--- src/rtl/uec_defines.svh ---
// register indices, field positions, reset values of the error-irq / data-port block
// assumes an avalon-mm byte address; byte address is four times the index
`ifndef UEC_DEFINES_SVH
`define UEC_DEFINES_SVH

// register indices
`define UEC_IDX_CTRL3      4'h6
`define UEC_IDX_DATA       4'h7
`define UEC_IDX_STAT       4'h8
`define UEC_IDX_MASK       4'h9

// serial_control_three fields
`define UEC_C3_RX_NINTH    7
`define UEC_C3_TX_NINTH    6
`define UEC_C3_TX_DIR      5
`define UEC_C3_TX_INV      4
`define UEC_C3_OVR_EN      3
`define UEC_C3_NOISE_EN    2
`define UEC_C3_FRAME_EN    1
`define UEC_C3_PARITY_EN   0

// widths and reset values
`define UEC_NUM_ERR        4
`define UEC_DATA_W         8
`define UEC_CTRL3_RST      7'h00
`define UEC_STAT_RST       4'h0
`define UEC_MASK_RST       4'h0
`define UEC_TX_RST         8'h00

`endif

--- src/rtl/uec_pkg.sv ---
// types shared by the error-irq / data-port block and its bench
// assumes flags arrive as levels from receive logic on the same clock
package uec_pkg;

   // error flags, in the same bit order as their enables
   typedef struct packed
   {
      logic overrun;
      logic noise;
      logic framing;
      logic parity;
   } uec_err_t;

   // word handed to the transmit shifter
   typedef struct packed
   {
      logic       ninth;
      logic [7:0] data;
   } uec_tx_t;

endpackage

--- src/rtl/uec_data_port.sv ---
// error interrupt enables, shared receive/transmit data port, sticky error status
// assumes flags, receive buffer and ninth bit come from logic on this clock
//
// Operation
// - overrun enable gates overrun flag to request
// - noise enable gates noise flag to request
// - framing enable gates framing flag to request
// - parity enable gates parity flag to request
// - data read returns the receive buffer
// - data write loads transmit buffer only
// - data reads are flag clearing steps
// - data port eight bits, bit for bit
// - ninth transmit bit joins data on write
//
// The Avalon-MM interface to the registers was left to the implementer.
`timescale 1ns/10ps
`include "uec_defines.svh"

module uec_data_port
(
   // clock and reset
   input  wire logic                     clock,
   input  wire logic                     resetn,
   // avalon-mm slave
   input  wire logic [5:0]               address,
   input  wire logic                     read,
   input  wire logic                     write,
   input  wire logic [3:0]               byteenable,
   input  wire logic [31:0]              writedata,
   output logic      [31:0]              readdata,
   output logic                          waitrequest,
   // receive side
   input  wire uec_pkg::uec_err_t        errFlags,
   input  wire logic [7:0]               rxBuffer,
   input  wire logic                     rxNinthBit,
   // transmit side
   output uec_pkg::uec_tx_t              txWord,
   output logic                          txLoad,
   output logic                          txDir,
   output logic                          txInvert,
   // flag clearing step
   output logic                          dataReadStep,
   // interrupts
   output logic                          errIrq,
   output logic                          irq
);
   import uec_pkg::*;

   logic [6:0]                 ctrl3_r;
   logic [31:0]                readData_r;
   logic                       waitReq_r;
   uec_tx_t                    txWord_r;
   logic                       txLoad_r;
   logic                       dataRead_r;
   logic                       errIrq_r;
   logic                       irq_r;
   logic [`UEC_NUM_ERR-1:0]    stat_r;
   logic [`UEC_NUM_ERR-1:0]    mask_r;
   logic [`UEC_NUM_ERR-1:0]    flagPrev_r;
   logic [`UEC_NUM_ERR-1:0]    flagVec;
   logic [`UEC_NUM_ERR-1:0]    errEn;
   logic [`UEC_NUM_ERR-1:0]    flagRise;
   logic [`UEC_NUM_ERR-1:0]    statClr;
   logic [`UEC_NUM_ERR-1:0]    stat_nxt;
   logic [3:0]                 regIdx;
   logic                       aligned;
   logic                       request;
   logic                       accept;
   logic                       wrLow;

   assign flagVec  = errFlags;
   assign errEn    = ctrl3_r[`UEC_C3_OVR_EN:`UEC_C3_PARITY_EN];
   assign regIdx   = address[5:2];
   assign aligned  = (address[1:0] == 2'h0);
   assign request  = read | write;
   // writes and the data-read step act only at the edge where the master sees waitrequest low; the read mux loads one edge earlier
   assign accept   = request & ~waitReq_r;
   assign wrLow    = accept & write & aligned & byteenable[0];
   assign flagRise = flagVec & ~flagPrev_r;

   // one wait cycle per access, so read data is registered and the output stays a flop
   always_ff @(posedge clock or negedge resetn)
   begin
      if (!resetn)
         waitReq_r <= 1'b1;
      else if (request & waitReq_r)
         waitReq_r <= 1'b0;
      else
         waitReq_r <= 1'b1;
   end

   // read mux, loaded one edge before the access completes
   always_ff @(posedge clock or negedge resetn)
   begin
      if (!resetn)
         readData_r <= 32'h0;
      else if (read & waitReq_r)
      begin
         readData_r <= 32'h0;
         if (aligned)
         begin
            unique case (regIdx)
               `UEC_IDX_CTRL3:
                  readData_r[7:0] <= {rxNinthBit, ctrl3_r};
               `UEC_IDX_DATA:
                  readData_r[`UEC_DATA_W-1:0] <= rxBuffer;
               `UEC_IDX_STAT:
                  readData_r[`UEC_NUM_ERR-1:0] <= stat_r;
               `UEC_IDX_MASK:
                  readData_r[`UEC_NUM_ERR-1:0] <= mask_r;
               default:
                  readData_r <= 32'h0;
            endcase
         end
      end
   end

   // control three: enables, ninth tx bit, pin direction and inversion
   always_ff @(posedge clock or negedge resetn)
   begin
      if (!resetn)
         ctrl3_r <= `UEC_CTRL3_RST;
      else if (wrLow && regIdx == `UEC_IDX_CTRL3)
         ctrl3_r <= writedata[6:0];
   end

   // write loads word and pulses txLoad for one cycle
   always_ff @(posedge clock or negedge resetn)
   begin
      if (!resetn)
      begin
         txWord_r <= '{ninth: 1'b0, data: `UEC_TX_RST};
         txLoad_r <= 1'b0;
      end
      else
      begin
         txLoad_r <= wrLow && regIdx == `UEC_IDX_DATA;
         if (wrLow && regIdx == `UEC_IDX_DATA)
            txWord_r <= '{ninth: ctrl3_r[`UEC_C3_TX_NINTH], data: writedata[7:0]};
      end
   end

   // completed data read is a step of flag clearing
   always_ff @(posedge clock or negedge resetn)
   begin
      if (!resetn)
         dataRead_r <= 1'b0;
      else
         dataRead_r <= accept & read & aligned & (regIdx == `UEC_IDX_DATA);
   end

   // enabled flags ored to one request
   always_ff @(posedge clock or negedge resetn)
   begin
      if (!resetn)
         errIrq_r <= 1'b0;
      else
         errIrq_r <= |(flagVec & errEn);
   end

   // edge memory so a flag that stays high sets its sticky bit once
   always_ff @(posedge clock or negedge resetn)
   begin
      if (!resetn)
         flagPrev_r <= '0;
      else
         flagPrev_r <= flagVec;
   end

   // sticky status, write one to clear; a new rise in the clearing cycle wins
   genvar gi;
   generate
      for (gi = 0; gi < `UEC_NUM_ERR; gi++)
      begin : g_stat
         assign statClr[gi]  = wrLow && regIdx == `UEC_IDX_STAT && writedata[gi];
         assign stat_nxt[gi] = flagRise[gi] | (stat_r[gi] & ~statClr[gi]);
      end
   endgenerate

   always_ff @(posedge clock or negedge resetn)
   begin
      if (!resetn)
         stat_r <= `UEC_STAT_RST;
      else
         stat_r <= stat_nxt;
   end

   always_ff @(posedge clock or negedge resetn)
   begin
      if (!resetn)
         mask_r <= `UEC_MASK_RST;
      else if (wrLow && regIdx == `UEC_IDX_MASK)
         mask_r <= writedata[`UEC_NUM_ERR-1:0];
   end

   always_ff @(posedge clock or negedge resetn)
   begin
      if (!resetn)
         irq_r <= 1'b0;
      else
         irq_r <= |(stat_r & mask_r);
   end

   assign readdata     = readData_r;
   assign waitrequest  = waitReq_r;
   assign txWord       = txWord_r;
   assign txLoad       = txLoad_r;
   assign txDir        = ctrl3_r[`UEC_C3_TX_DIR];
   assign txInvert     = ctrl3_r[`UEC_C3_TX_INV];
   assign dataReadStep = dataRead_r;
   assign errIrq       = errIrq_r;
   assign irq          = irq_r;
endmodule

--- config.mk ---
export PLATFORM = sky130hd
export DESIGN_NAME = uec_data_port
export DESIGN_NICKNAME = d
export VERILOG_FILES = /design/src/rtl/uec_pkg.sv /design/src/rtl/uec_data_port.sv
export VERILOG_INCLUDE_DIRS = /design/src /design/src/rtl
export SDC_FILE = /design/constraint.sdc
export NUM_CORES = 1
export LEC_CHECK = 0
export BUFFER_PORTS_ARGS = -buffer_cell sky130_fd_sc_hd__clkbuf_2
export CORE_UTILIZATION = 40
export DETAILED_ROUTE_END_ITERATION = 7
export GPL_ROUTABILITY_DRIVEN = 0
export PLACE_DENSITY = 0.76
export SYNTH_ARGS = -nofsm -noshare
export SYNTH_HDL_FRONTEND = slang
export SYNTH_SLANG_ARGS = --single-unit
--- constraint.sdc ---
create_clock -name clock -period 1.5 [get_ports clock]
set_input_delay 0.3 -clock clock [delete_from_list [all_inputs] [get_ports clock]]
set_output_delay 0.3 -clock clock [all_outputs]
set_load 0.005 [all_outputs]
---- Word level (Yosys, flattened, before mapping) ----
Cells that the tools add are included.
word-level totals
  logic and storage cells ................. 58
  bits in registers ....................... 65
operators by class
  bitwise operators ....................... 27
  reduce and logical (&&, ||, !) cells .... 11
  equal/unequal tests ..................... 4
  multiplexer cells ....................... 4
operator list
  cell                number
  $pmux 4 s4          1
  $and 1x1->1         13
  $and 4x4->4         3
  $eq 4x3->1 const B  2
  $eq 4x4->1 const B  2
  $logic_and 1x1->1   8
  $mux 8              1
  $pmux 4 s2          1
  $reduce_or 4->1     2
  $not 1->1           5
  $or 1x1->1          5
  $not 4->4           1
  $logic_not 2->1     1
  $mux 1              1

---- Depth between registers and ports, before layout ----
Gate-level depths: netlist of run 1.
  word-level depth ........................ 10
  mapped depth ............................ 5

---- Worst setup path after synthesis of run 1 ----
Ideal clock, no wire load.
  kind .................................... flip-flop to flip-flop
  start ................................... register waitReq_r, in the netlist waitrequest
  end ..................................... register txWord_r (netlist bit txWord[0])
  data required time ...................... 1375 ps
  data arrival time ....................... 1365 ps
  slack ................................... 10 ps
  buffers on the path ..................... 1
  stages on the path, launching flop included .. 5
  cell sequence ........................... dfstp_2 > and4bb_1 > buf_6 > nand3_4 > mux2_4
on the way
  cells in the longest elaborated chain, start to end .. 6
ends and longest elaborated chain
  item                                RTL line              text
  start: declaration                  uec_data_port.sv:51   logic waitReq_r;
  start signal: assignment            uec_data_port.sv:85   waitReq_r <= 1'b1;
  start signal: assignment            uec_data_port.sv:87   waitReq_r <= 1'b0;
  start signal: assignment            uec_data_port.sv:89   waitReq_r <= 1'b1;
  $not 1->1                           uec_data_port.sv:77   assign accept = request & ~waitReq_r;
  $and 1x1->1                         uec_data_port.sv:77
  $and 1x1->1 (3 in series)           uec_data_port.sv:78   assign wrLow = accept & write & aligned & byteenable[0];
  $logic_and 1x1->1 (no source line)  -
  end signal: assignment              uec_data_port.sv:132  txWord_r <= '{ninth: 1'b0, data: `UEC_TX_RST};
  end signal: assignment              uec_data_port.sv:139  txWord_r <= '{ninth: ctrl3_r[`UEC_C3_TX_NINTH], data: writedata[7:0]};
  end: declaration                    uec_data_port.sv:52   uec_tx_t txWord_r;
No other way between the ends.
A chain may end at the register's enable or synchronous reset.

---- Worst setup path in the final report of run 1 ----
  start ................................... register waitReq_r, in the netlist waitrequest
  end ..................................... register mask_r[3]
on the way
  cells in the longest elaborated chain, start to end .. 6
ends and longest elaborated chain
  item                                RTL line              text
  $not 1->1                           uec_data_port.sv:77
  $and 1x1->1                         uec_data_port.sv:77
  $and 1x1->1 (3 in series)           uec_data_port.sv:78
  $logic_and 1x1->1 (no source line)  -
  end signal: assignment              uec_data_port.sv:191  mask_r <= `UEC_MASK_RST;
  end signal: assignment              uec_data_port.sv:193  mask_r <= writedata[`UEC_NUM_ERR-1:0];
  end: declaration                    uec_data_port.sv:58   logic [`UEC_NUM_ERR-1:0] mask_r;
No other way between the ends.

==> flow_metrics.py, run 1 <==
metrics = {
    "power_and_ir_drop": {
        "switching_power_uw": 518.7,
        "p_sw_share_pct": 24.40,
        "seq_power_share_pct": 55.3,
        "pwr-share-comb_pct": 12.2,
        "finalPower_uw": 2126,
        "power_leakage_uw": 0.001303,
        "clkPwrFrac_pct": 32.5,
        "internal_power_uw": 1607,
        "peakVddDrop_mv": 0.5265,
        "powerDensity_nw_per_um2": 888.6,
    },
    "synthesis": {
        "netlist_area_um2": 1973,
        "synth_seq_cells": 41,
        "synth_area_leader_cell": "dfrtp_1",
        "synth_cells": 152,
        "netlist_top_cells_area": "dfrtp_1, buf_4, mux2_4, mux2i_1, mux2_2",
        "synth_top_area_share_pct": 50.73,
        "postSynthAreaPerCell_um2": 12.98,
        "ys_seq_area_share_pct": 52.06,
        "ys_types": 29,
        "yosysWarnings": 0,
    },
    "sta": {
        "period_minus_slack_ps": 1452,
        "final_max_slew_viol_count": 0,
        "finalHoldViolCount": 0,
        "fin_crit_sh_pct": 96.78,
        "whs_ps": 145.1,
        "clock.fmax_mhz": 688.8,
        "rsz0062_at_grt": "false",
        "setup_viol": 0,
        "skew_ps": 6.685,
    },
    "placed_design": {
        "io_buffers": 55,
        "dpl.hpwl_mm": 2.897,
        "dp.cells": 278,
    },
    "worst_setup_path": {
        "path_delay_family": "flip-flops",
        "required_ps": 1680,
        "crit_chain": "and4bb_4, buf_4, nand3_4, mux2_2",
        "critPathBufInv": 1,
        "slowest_delay_ps": 540,
        "cp-end-kind": "flip-flop",
        "slowest_stage": "dfstp_2",
        "worstSetupPathType": "reg -> reg",
        "crit_fanout": 5,
        "arrival_ps": 1630,
        "start_kind": "flip-flop",
    },
    "grt": {
        "grt_util_all_layers_pct": 15.61,
        "grt_pass1_vias": 1247,
        "antenna_found_initial": 0,
        "grt_max_degree": 42,
        "grt_pass1_wl_mm": 5.968,
        "grt_remaining_overflow": 0,
    },
    "finish": {
        "n_antenna_cell": 0,
        "multiInputGateArea_um2": 820.8,
        "fill_cells": 434,
        "area_growth_pct": 21.24,
        "final_cells": 287,
        "regArea_um2": 1027,
        "drive_above_1_share_pct": 43.64,
        "nets": 278,
        "final_util_pct": 50.65,
    },
    "routing": {
        "viasPerCell": 4.613,
        "wl_per_cell_um": 13.29,
        "first_iter_violations": 38,
        "via_count": 1324,
        "firstDrtPassIters": 4,
        "drc_errors": 0,
        "postRouteAntennaNets": 0,
        "wl_mm": 3.813,
    },
    "clocking": {
        "postCtsSetupBuffers": 0,
        "cts_root_buf": "clkbuf_8",
        "cts.sinks": 41,
        "insertion_delay_ps": 290,
        "clockBufferDepth": 2,
        "clk_pin_slew_worst_paths_ps": 80,
        "cts_tree": "done",
        "numCtsBuffers": 5,
        "htreeDepth": 2,
    },
    "min_path": {
        "hp-class": "in -> reg",
    },
    "floorplanning": {
        "dieArea_um2": 5218,
        "initial_utilization_pct": 41.77,
        "die_h_um": 72.24,
        "fp.coreArea_um2": 4723,
        "core.rowCount": 25,
        "dieWidth_um": 72.24,
        "ios": 107,
    },
    "job": {
        "drv_cap": 0,
    },
    "outcome": {
        "status": "finished clean",
    },
}
==> through the flow <==
step	area [um^2]	TNS (ps)	worst slack [ps]
2_1_floorplan	2059	0	9.582
3_3_place_gp	2287	-500.1	-48.81
3_5_place_dp	2287	-771.6	-72.88
4_1_cts	2392	0	15.88
5_1_grt	2392	0	5.175
6_report	2392	0	48.29
==> what timing repair did <==
action,4_1_cts,5_1_grt
resized for setup,3,0
setup endpoints to repair,13,5
cloned,0,0
pin swaps,0,1
hold buffers,1,0
endpoints found under the hold margin,40,0
==> layer usage <==
metal / wire [um] / track usage (%)
met5: 0 / 0
met4: 45 / 5.882
met3: 196 / 3.611
met2: 1854 / 25.03
met1: 1717 / 20.65
==> state kept, by name (all words and copies together), names as in the netlist <==
signal / cells
txWord: 9
readdata: 8
ctrl3_r: 7
flagPrev_r: 4
mask_r: 4
stat_r: 4
dataReadStep: 1
errIrq: 1
irq: 1
txLoad: 1
waitrequest: 1
==> cell type report <==
cell class	instances	area share, %
tap	67	3.504
sequential	41	42.94
multi-input combinational	102	34.31
inverter	5	0.7845
clock buffer	7	3.190
clock inverter	1	0.3138
timing repair buffer	64	14.96
==> worst register-to-register path, stage by stage, from the launching register on <==
cell	delay, ps
dfstp_2	540
and4bb_4	220
buf_4	170
nand3_4	90
mux2_2	340
==> kinds of logic after synthesis <==
logic type	Yosys count	share of synthesized area (%)
AO/OA/AOI/OAI	21	7.609
multiplexers	32	19.21
buffers and inverters	32	11.29
flip-flops	41	52.06
other	1	0.1901
AND/OR/NAND/NOR	25	9.638
==> power by group through the flow <==
stage	clock network, uW	registers [uW]	logic (uW)
6_report	691	1180	259
5_1_grt	763	1180	288
4_1_cts	710	1180	264
3_5_place_dp	0	1200	259
3_3_place_gp	0	1200	254
2_1_floorplan	0	1200	160
==> layout by cell type (no fill, tap or decap), types with 2 or more instances in the layout <==
| master | instances |
|---|---|
| buf_4 | 7 |
| nand4_1 | 4 |
| mux2_1 | 3 |
| mux2_4 | 9 |
| inv_1 | 5 |
| nand2_1 | 8 |
| mux2i_1 | 12 |
| o21ai_0 | 5 |
| a22oi_1 | 4 |
| nand3_4 | 3 |
| a22o_1 | 8 |
| dfrtp_1 | 40 |
| o22ai_1 | 4 |
| clkbuf_1 | 2 |
| mux2_2 | 8 |
| clkbuf_2 | 55 |
| clkbuf_8 | 5 |
| conb_1 | 24 |
==> path summary, 6_finish.rpt <==
kind | start | depth (start not counted) | slack, ps | end
worst max-delay path | waitrequest | 4 | 50 | mask_r[3]
worst min-delay path | errFlags[2] | 1 | 150 | flagPrev_r[2]
min in group asynchronous | resetn | 3 | 510 | dataReadStep
worst min register to register | readdata[4] | 2 | 480 | readdata[4]
max in group asynchronous | resetn | 3 | 710 | waitrequest
worst max register to register | waitrequest | 4 | 50 | mask_r[3]
==> synth_stat cells <==
master,number
mux2_1,3
nor2_2,1
o21ai_0,5
conb_1,1
a22o_1,8
nor2_1,1
buf_2,1
and2b_1,1
buf_4,25
o22ai_1,4
dfstp_2,1
and4_1,1
nand2_1,8
nand3_2,1
mux2i_1,12
and3b_2,1
nand3_4,2
buf_6,1
dfrtp_1,40
nor3b_2,1
or3b_2,1
and4bb_1,1
and4bb_2,1
nand4_1,4
inv_1,5
a22oi_1,4
mux2_2,8
mux2_4,9
nand3b_1,1
Note: power is estimated with default switching activity, not from simulation.
==> run 2, diff against run 1 <==
--- a/config.mk
+++ b/config.mk
@@ -7,6 +7,7 @@
 export NUM_CORES = 1
 export LEC_CHECK = 0
 export BUFFER_PORTS_ARGS = -buffer_cell sky130_fd_sc_hd__clkbuf_2
+export CORE_ASPECT_RATIO = 0.7
 export CORE_UTILIZATION = 40
 export DETAILED_ROUTE_END_ITERATION = 7
 export GPL_ROUTABILITY_DRIVEN = 0
==> constraint.sdc (replaced) <==
create_clock -name clock -period 1.5 [get_ports clock]
set_input_delay 0.15 -clock clock [delete_from_list [all_inputs] [get_ports clock]]
set_output_delay 0.15 -clock clock [all_outputs]
set_load 0.005 [all_outputs]
==> flow_metrics.py, run 2 (synthesis gave the netlist of run 1 again) <==
metrics = {
    "outcome": {
        "status": "finished clean",
    },
    "sta": {
        "clock.fmax_mhz": 686.5,
        "whs_ps": 10.23,
        "relSlewSlack_pct": 66.13,
        "layout_setup_ws_ps": 43.27,
        "fin_crit_sh_pct": 97.12,
        "tightest_slew_ps": 508.1,
        "rsz0062_at_grt": "false",
        "setup_viol": 0,
        "finalHoldViolCount": 0,
        "final_max_slew_viol_count": 0,
        "skew_ps": 7.553,
        "period_minus_slack_ps": 1457,
    },
    "clocking": {
        "cts_tree": "done",
        "clockBufferDepth": 2,
        "htreeDepth": 2,
        "insertion_delay_ps": 290,
        "clk_pin_slew_worst_paths_ps": 80,
        "postCtsSetupBuffers": 0,
        "cts.sinks": 41,
        "numCtsBuffers": 5,
        "cts_root_buf": "clkbuf_8",
    },
    "floorplanning": {
        "fp.coreArea_um2": 4529,
        "die_h_um": 60.76,
        "core.rowCount": 20,
        "dieWidth_um": 85.95,
        "initial_utilization_pct": 43.56,
        "ios": 107,
        "dieArea_um2": 5222,
    },
    "worst_setup_path": {
        "required_ps": 1670,
        "slowest_delay_ps": 400,
        "slowest_stage": "and4bb_4",
        "crit_fanout": 10,
        "start_kind": "flip-flop",
        "arrival_ps": 1630,
        "crit_chain": "and4bb_4, nand3_4, mux2_4",
        "worstSetupPathType": "reg -> reg",
        "path_delay_family": "simple AND/OR/NAND/NOR gates",
        "critPathBufInv": 0,
        "cp-end-kind": "flip-flop",
    },
    "finish": {
        "final_util_pct": 52.65,
        "nets": 278,
        "fill_cells": 425,
        "final_common_cell": "clkbuf_2",
        "regArea_um2": 1027,
        "n_antenna_cell": 0,
        "largest_reg_flops": 9,
        "multiInputGateArea_um2": 813.3,
        "area_growth_pct": 20.86,
        "layout_common_cells": "clkbuf_2, dfrtp_1, conb_1, mux2i_1, mux2_4",
        "drive_above_1_share_pct": 42.92,
    },
    "grt": {
        "grt_max_degree": 42,
        "grt_pass1_wl_mm": 6.299,
        "antenna_found_initial": 0,
        "grt_pass1_vias": 1309,
        "grt_util_all_layers_pct": 16.47,
        "grt_remaining_overflow": 0,
    },
    "placed_design": {
        "dpl.hpwl_mm": 2.974,
        "dpl_worst_slack_ps": -68.18,
        "io_buffers": 55,
    },
    "power_and_ir_drop": {
        "finalPower_uw": 2162,
        "powerDensity_nw_per_um2": 906.5,
        "power_leakage_uw": 0.001301,
        "peakVddDrop_mv": 0.4054,
    },
    "job": {
        "drv_cap": 0,
    },
    "routing": {
        "via_count": 1333,
        "drc_errors": 0,
        "firstDrtPassIters": 4,
        "postRouteAntennaNets": 0,
        "wl_mm": 3.956,
        "first_iter_violations": 27,
        "wl_per_cell_um": 13.88,
        "viasPerCell": 4.677,
    },
    "min_path": {
        "hp-class": "in -> reg",
    },
}
[run 2: cell types whose count changed in the layout (fill, tap and decap cells not counted)]
cell	delta
buf_12	-1
dlygate4sd3_1	+3
buf_4	-2
clkbuf_1	-2
nand3_4	-1
nand3_2	+1
clkbuf_8	+1
[run 2: where the power goes]
group	switching, uW	internal [uW]	leakage, uW	total (uW)
Clock	366	364	0.0000433	729
Combinational	133	123	0.000723	255
Sequential	25.8	1150	0.000535	1180
Total	524	1640	0.00130	2160
[run 2: area by class of cell]
cell class              instances  share of cell area (%)
clock buffers                   6                   3.463
clock inverters                 1                  0.3148
multi-input cells             102                   34.10
well taps                      66                   3.463
repair buffers                 64                   14.80
flip-flops and latches         41                   43.07
inverters                       5                  0.7870
[run 2: layer usage]
metal	vias to the layer above	wire (um)	track usage, %
met2	51	1756	25.06
li1	630	-	-
met1	642	1947	23.06
met3	10	190	4.354
met4	0	61	5.714
met5	-	0	0
[run 2: worst reg2reg max path, stage by stage (launching register included)]
cell	delay [ps]
dfstp_2	370
and4bb_4	400
nand3_4	220
mux2_4	360
[run 2: worst paths after layout]
| check | startpoint | endpoint | slack [ps] | cells past startpoint |
|---|---|---|---|---|
| setup / recovery | waitrequest | txWord[6] | 40 | 3 |
| hold / removal | errFlags[2] | flagPrev_r[2] | 10 | 1 |
| setup reg to reg | waitrequest | txWord[6] | 40 | 3 |
| hold reg to reg | readdata[4] | readdata[4] | 490 | 2 |
| max in group asynchronous | resetn | waitrequest | 690 | 3 |
| min in group asynchronous | resetn | readdata[1] | 460 | 3 |
[run 2: per-stage QoR]
stage,cell area (um^2),cells,setup TNS [ps]
floorplan,2059,175,0
global placement,2251,274,-368.3
detailed placement,2251,274,-560.5
CTS,2365,283,0
global route,2385,285,0
finish,2385,285,0
[run 2: repair_timing]
| item | in CTS | in global routing |
|---|---|---|
| hold buffers | 2 | 2 |
| endpoints found under the hold margin | 41 | 2 |
| gates resized for setup | 2 | 0 |
| setup endpoints to repair | 14 | 0 |
==> run 3, diff against run 2 <==
--- a/config.mk
+++ b/config.mk
@@ -12,6 +12,7 @@
 export DETAILED_ROUTE_END_ITERATION = 7
 export GPL_ROUTABILITY_DRIVEN = 0
 export PLACE_DENSITY = 0.76
+export RECOVER_POWER = 50
 export SYNTH_ARGS = -nofsm -noshare
 export SYNTH_HDL_FRONTEND = slang
 export SYNTH_SLANG_ARGS = --single-unit
==> flow_metrics.py, run 3 (synthesis gave the netlist of run 1 again) <==
metrics = {
    "outcome": {
        "status": "finished clean",
    },
    "sta": {
        "finalHoldViolCount": 0,
        "fin_crit_sh_pct": 97.12,
        "final_max_slew_viol_count": 0,
        "rsz0062_at_grt": "false",
        "tightest_slew_ps": 982.7,
        "setup_tns_ps": 0,
        "relSlewSlack_pct": 34.48,
        "setup_viol": 0,
        "clock.fmax_mhz": 686.4,
        "skew_ps": 7.731,
        "period_minus_slack_ps": 1457,
    },
    "power_and_ir_drop": {
        "switching_power_uw": 523.4,
        "powerDensity_nw_per_um2": 908.6,
        "pwr-share-comb_pct": 11.7,
        "clkPwrFrac_pct": 33.8,
        "power_leakage_uw": 0.001285,
        "finalPower_uw": 2159,
        "seq_power_share_pct": 54.5,
        "internal_power_uw": 1635,
        "p_sw_share_pct": 24.25,
        "peakVddDrop_mv": 0.4025,
    },
    "routing": {
        "wl_mm": 3.949,
        "wl_per_cell_um": 13.86,
        "first_iter_violations": 27,
        "firstDrtPassIters": 4,
        "via_count": 1338,
        "postRouteAntennaNets": 0,
        "drc_errors": 0,
        "viasPerCell": 4.695,
    },
    "clocking": {
        "numCtsBuffers": 5,
        "htreeDepth": 2,
        "clockBufferDepth": 2,
        "cts.sinks": 41,
        "cts_tree": "done",
        "clk_pin_slew_worst_paths_ps": 80,
        "cts_root_buf": "clkbuf_8",
        "insertion_delay_ps": 290,
        "postCtsSetupBuffers": 0,
    },
    "grt": {
        "antenna_found_initial": 0,
        "grt_pass1_vias": 1309,
        "grt_remaining_overflow": 0,
        "grt_max_degree": 42,
        "grt_pass1_wl_mm": 6.299,
        "grt_util_all_layers_pct": 16.47,
    },
    "placed_design": {
        "io_buffers": 55,
        "dpl.hpwl_mm": 2.974,
        "dp.cells": 274,
        "post_dp_cell_area_um2": 2251,
    },
    "worst_setup_path": {
        "cp-end-kind": "flip-flop",
        "required_ps": 1680,
        "crit_fanout": 10,
        "rrSetupSlack_ps": 40,
        "start_kind": "flip-flop",
        "worstSetupPathType": "reg -> reg",
        "arrival_ps": 1630,
    },
    "finish": {
        "area_growth_pct": 20.42,
        "drive_above_1_share_pct": 40.64,
        "largest_reg_flops": 9,
        "final_common_cell": "clkbuf_2",
        "final_cells": 285,
        "layout_common_cells": "clkbuf_2, dfrtp_1, conb_1, mux2i_1, mux2_4",
        "nets": 278,
        "design_area_um2": 2376,
        "n_antenna_cell": 0,
    },
    "floorplanning": {
        "dieArea_um2": 5222,
        "initial_utilization_pct": 43.56,
        "dieWidth_um": 85.95,
        "fp.coreArea_um2": 4529,
        "ios": 107,
        "die_h_um": 60.76,
        "core.rowCount": 20,
    },
    "job": {
        "drv_cap": 0,
    },
    "min_path": {
        "hp-class": "in -> reg",
    },
}
==> run 3: cell types whose count changed in the layout (fill, tap and decap cells not counted) <==
cell	delta
clkbuf_1	+5
clkbuf_2	-4
buf_4	-1
==> run 3: what timing repair did <==
item / 4_1_cts / 5_1_grt
hold buffers: 2 / 2
resized for setup: 2 / 0
endpoints found under the hold margin: 41 / 2
endpoints found under the setup margin: 14 / 0
==> run 3: stage by stage <==
stage / util, % / setup slack [ps] / hold slack, ps
after floorplan: - / 9.582 / -145.6
after global placement: 49.70 / -44.57 / 237.6
after detailed placement: 49.70 / -68.18 / 247.5
after CTS: 52.21 / 38.13 / 1.350
after global routing: 52.46 / 8.641 / 29.80
final: 52.46 / 43.14 / 23.68
==> run 3: final timing paths <==
check	to	depth (start not counted)	start
worst max-delay path	txWord[6]	3	waitrequest
worst min-delay path	flagPrev_r[2]	1	errFlags[2]
worst max register to register	txWord[6]	3	waitrequest
worst min register to register	readdata[4]	2	readdata[4]
max in group asynchronous	mask_r[3]	3	resetn
min in group asynchronous	readdata[1]	3	resetn
==> run 3: cell type report <==
cell class	count	area (um^2)
fillers	426	2153
flip-flops and latches	41	1027
multi-input cells	102	813.3
repair buffers	64	344.1
clock buffers	6	82.58
well taps	66	82.58
inverters	5	18.77
clock inverters	1	7.507
==> run 3: worst max-delay path, stage by stage, from the launching register on <==
cell and delay [ps]:
dfstp_2 370, and4bb_4 400, nand3_4 210, mux2_4 360
==> run 3: metal layers <==
layer	GRT usage (%)	part of all wire, %	up-vias
met5	0	0	-
met4	5.714	1.5	0
met3	4.354	4.8	10
met2	25.06	44	50
met1	23.06	49	649
li1	-	-	629
==> run 3: power groups by stage <==
| stage | clock, uW | combinational [uW] | sequential (uW) |
|---|---|---|---|
| 3_5_place_dp | 0 | 249 | 1200 |
| 5_1_grt | 798 | 287 | 1180 |
| 6_report | 729 | 253 | 1180 |
| 4_1_cts | 746 | 255 | 1180 |
| 2_1_floorplan | 0 | 160 | 1200 |
| 3_3_place_gp | 0 | 242 | 1200 |
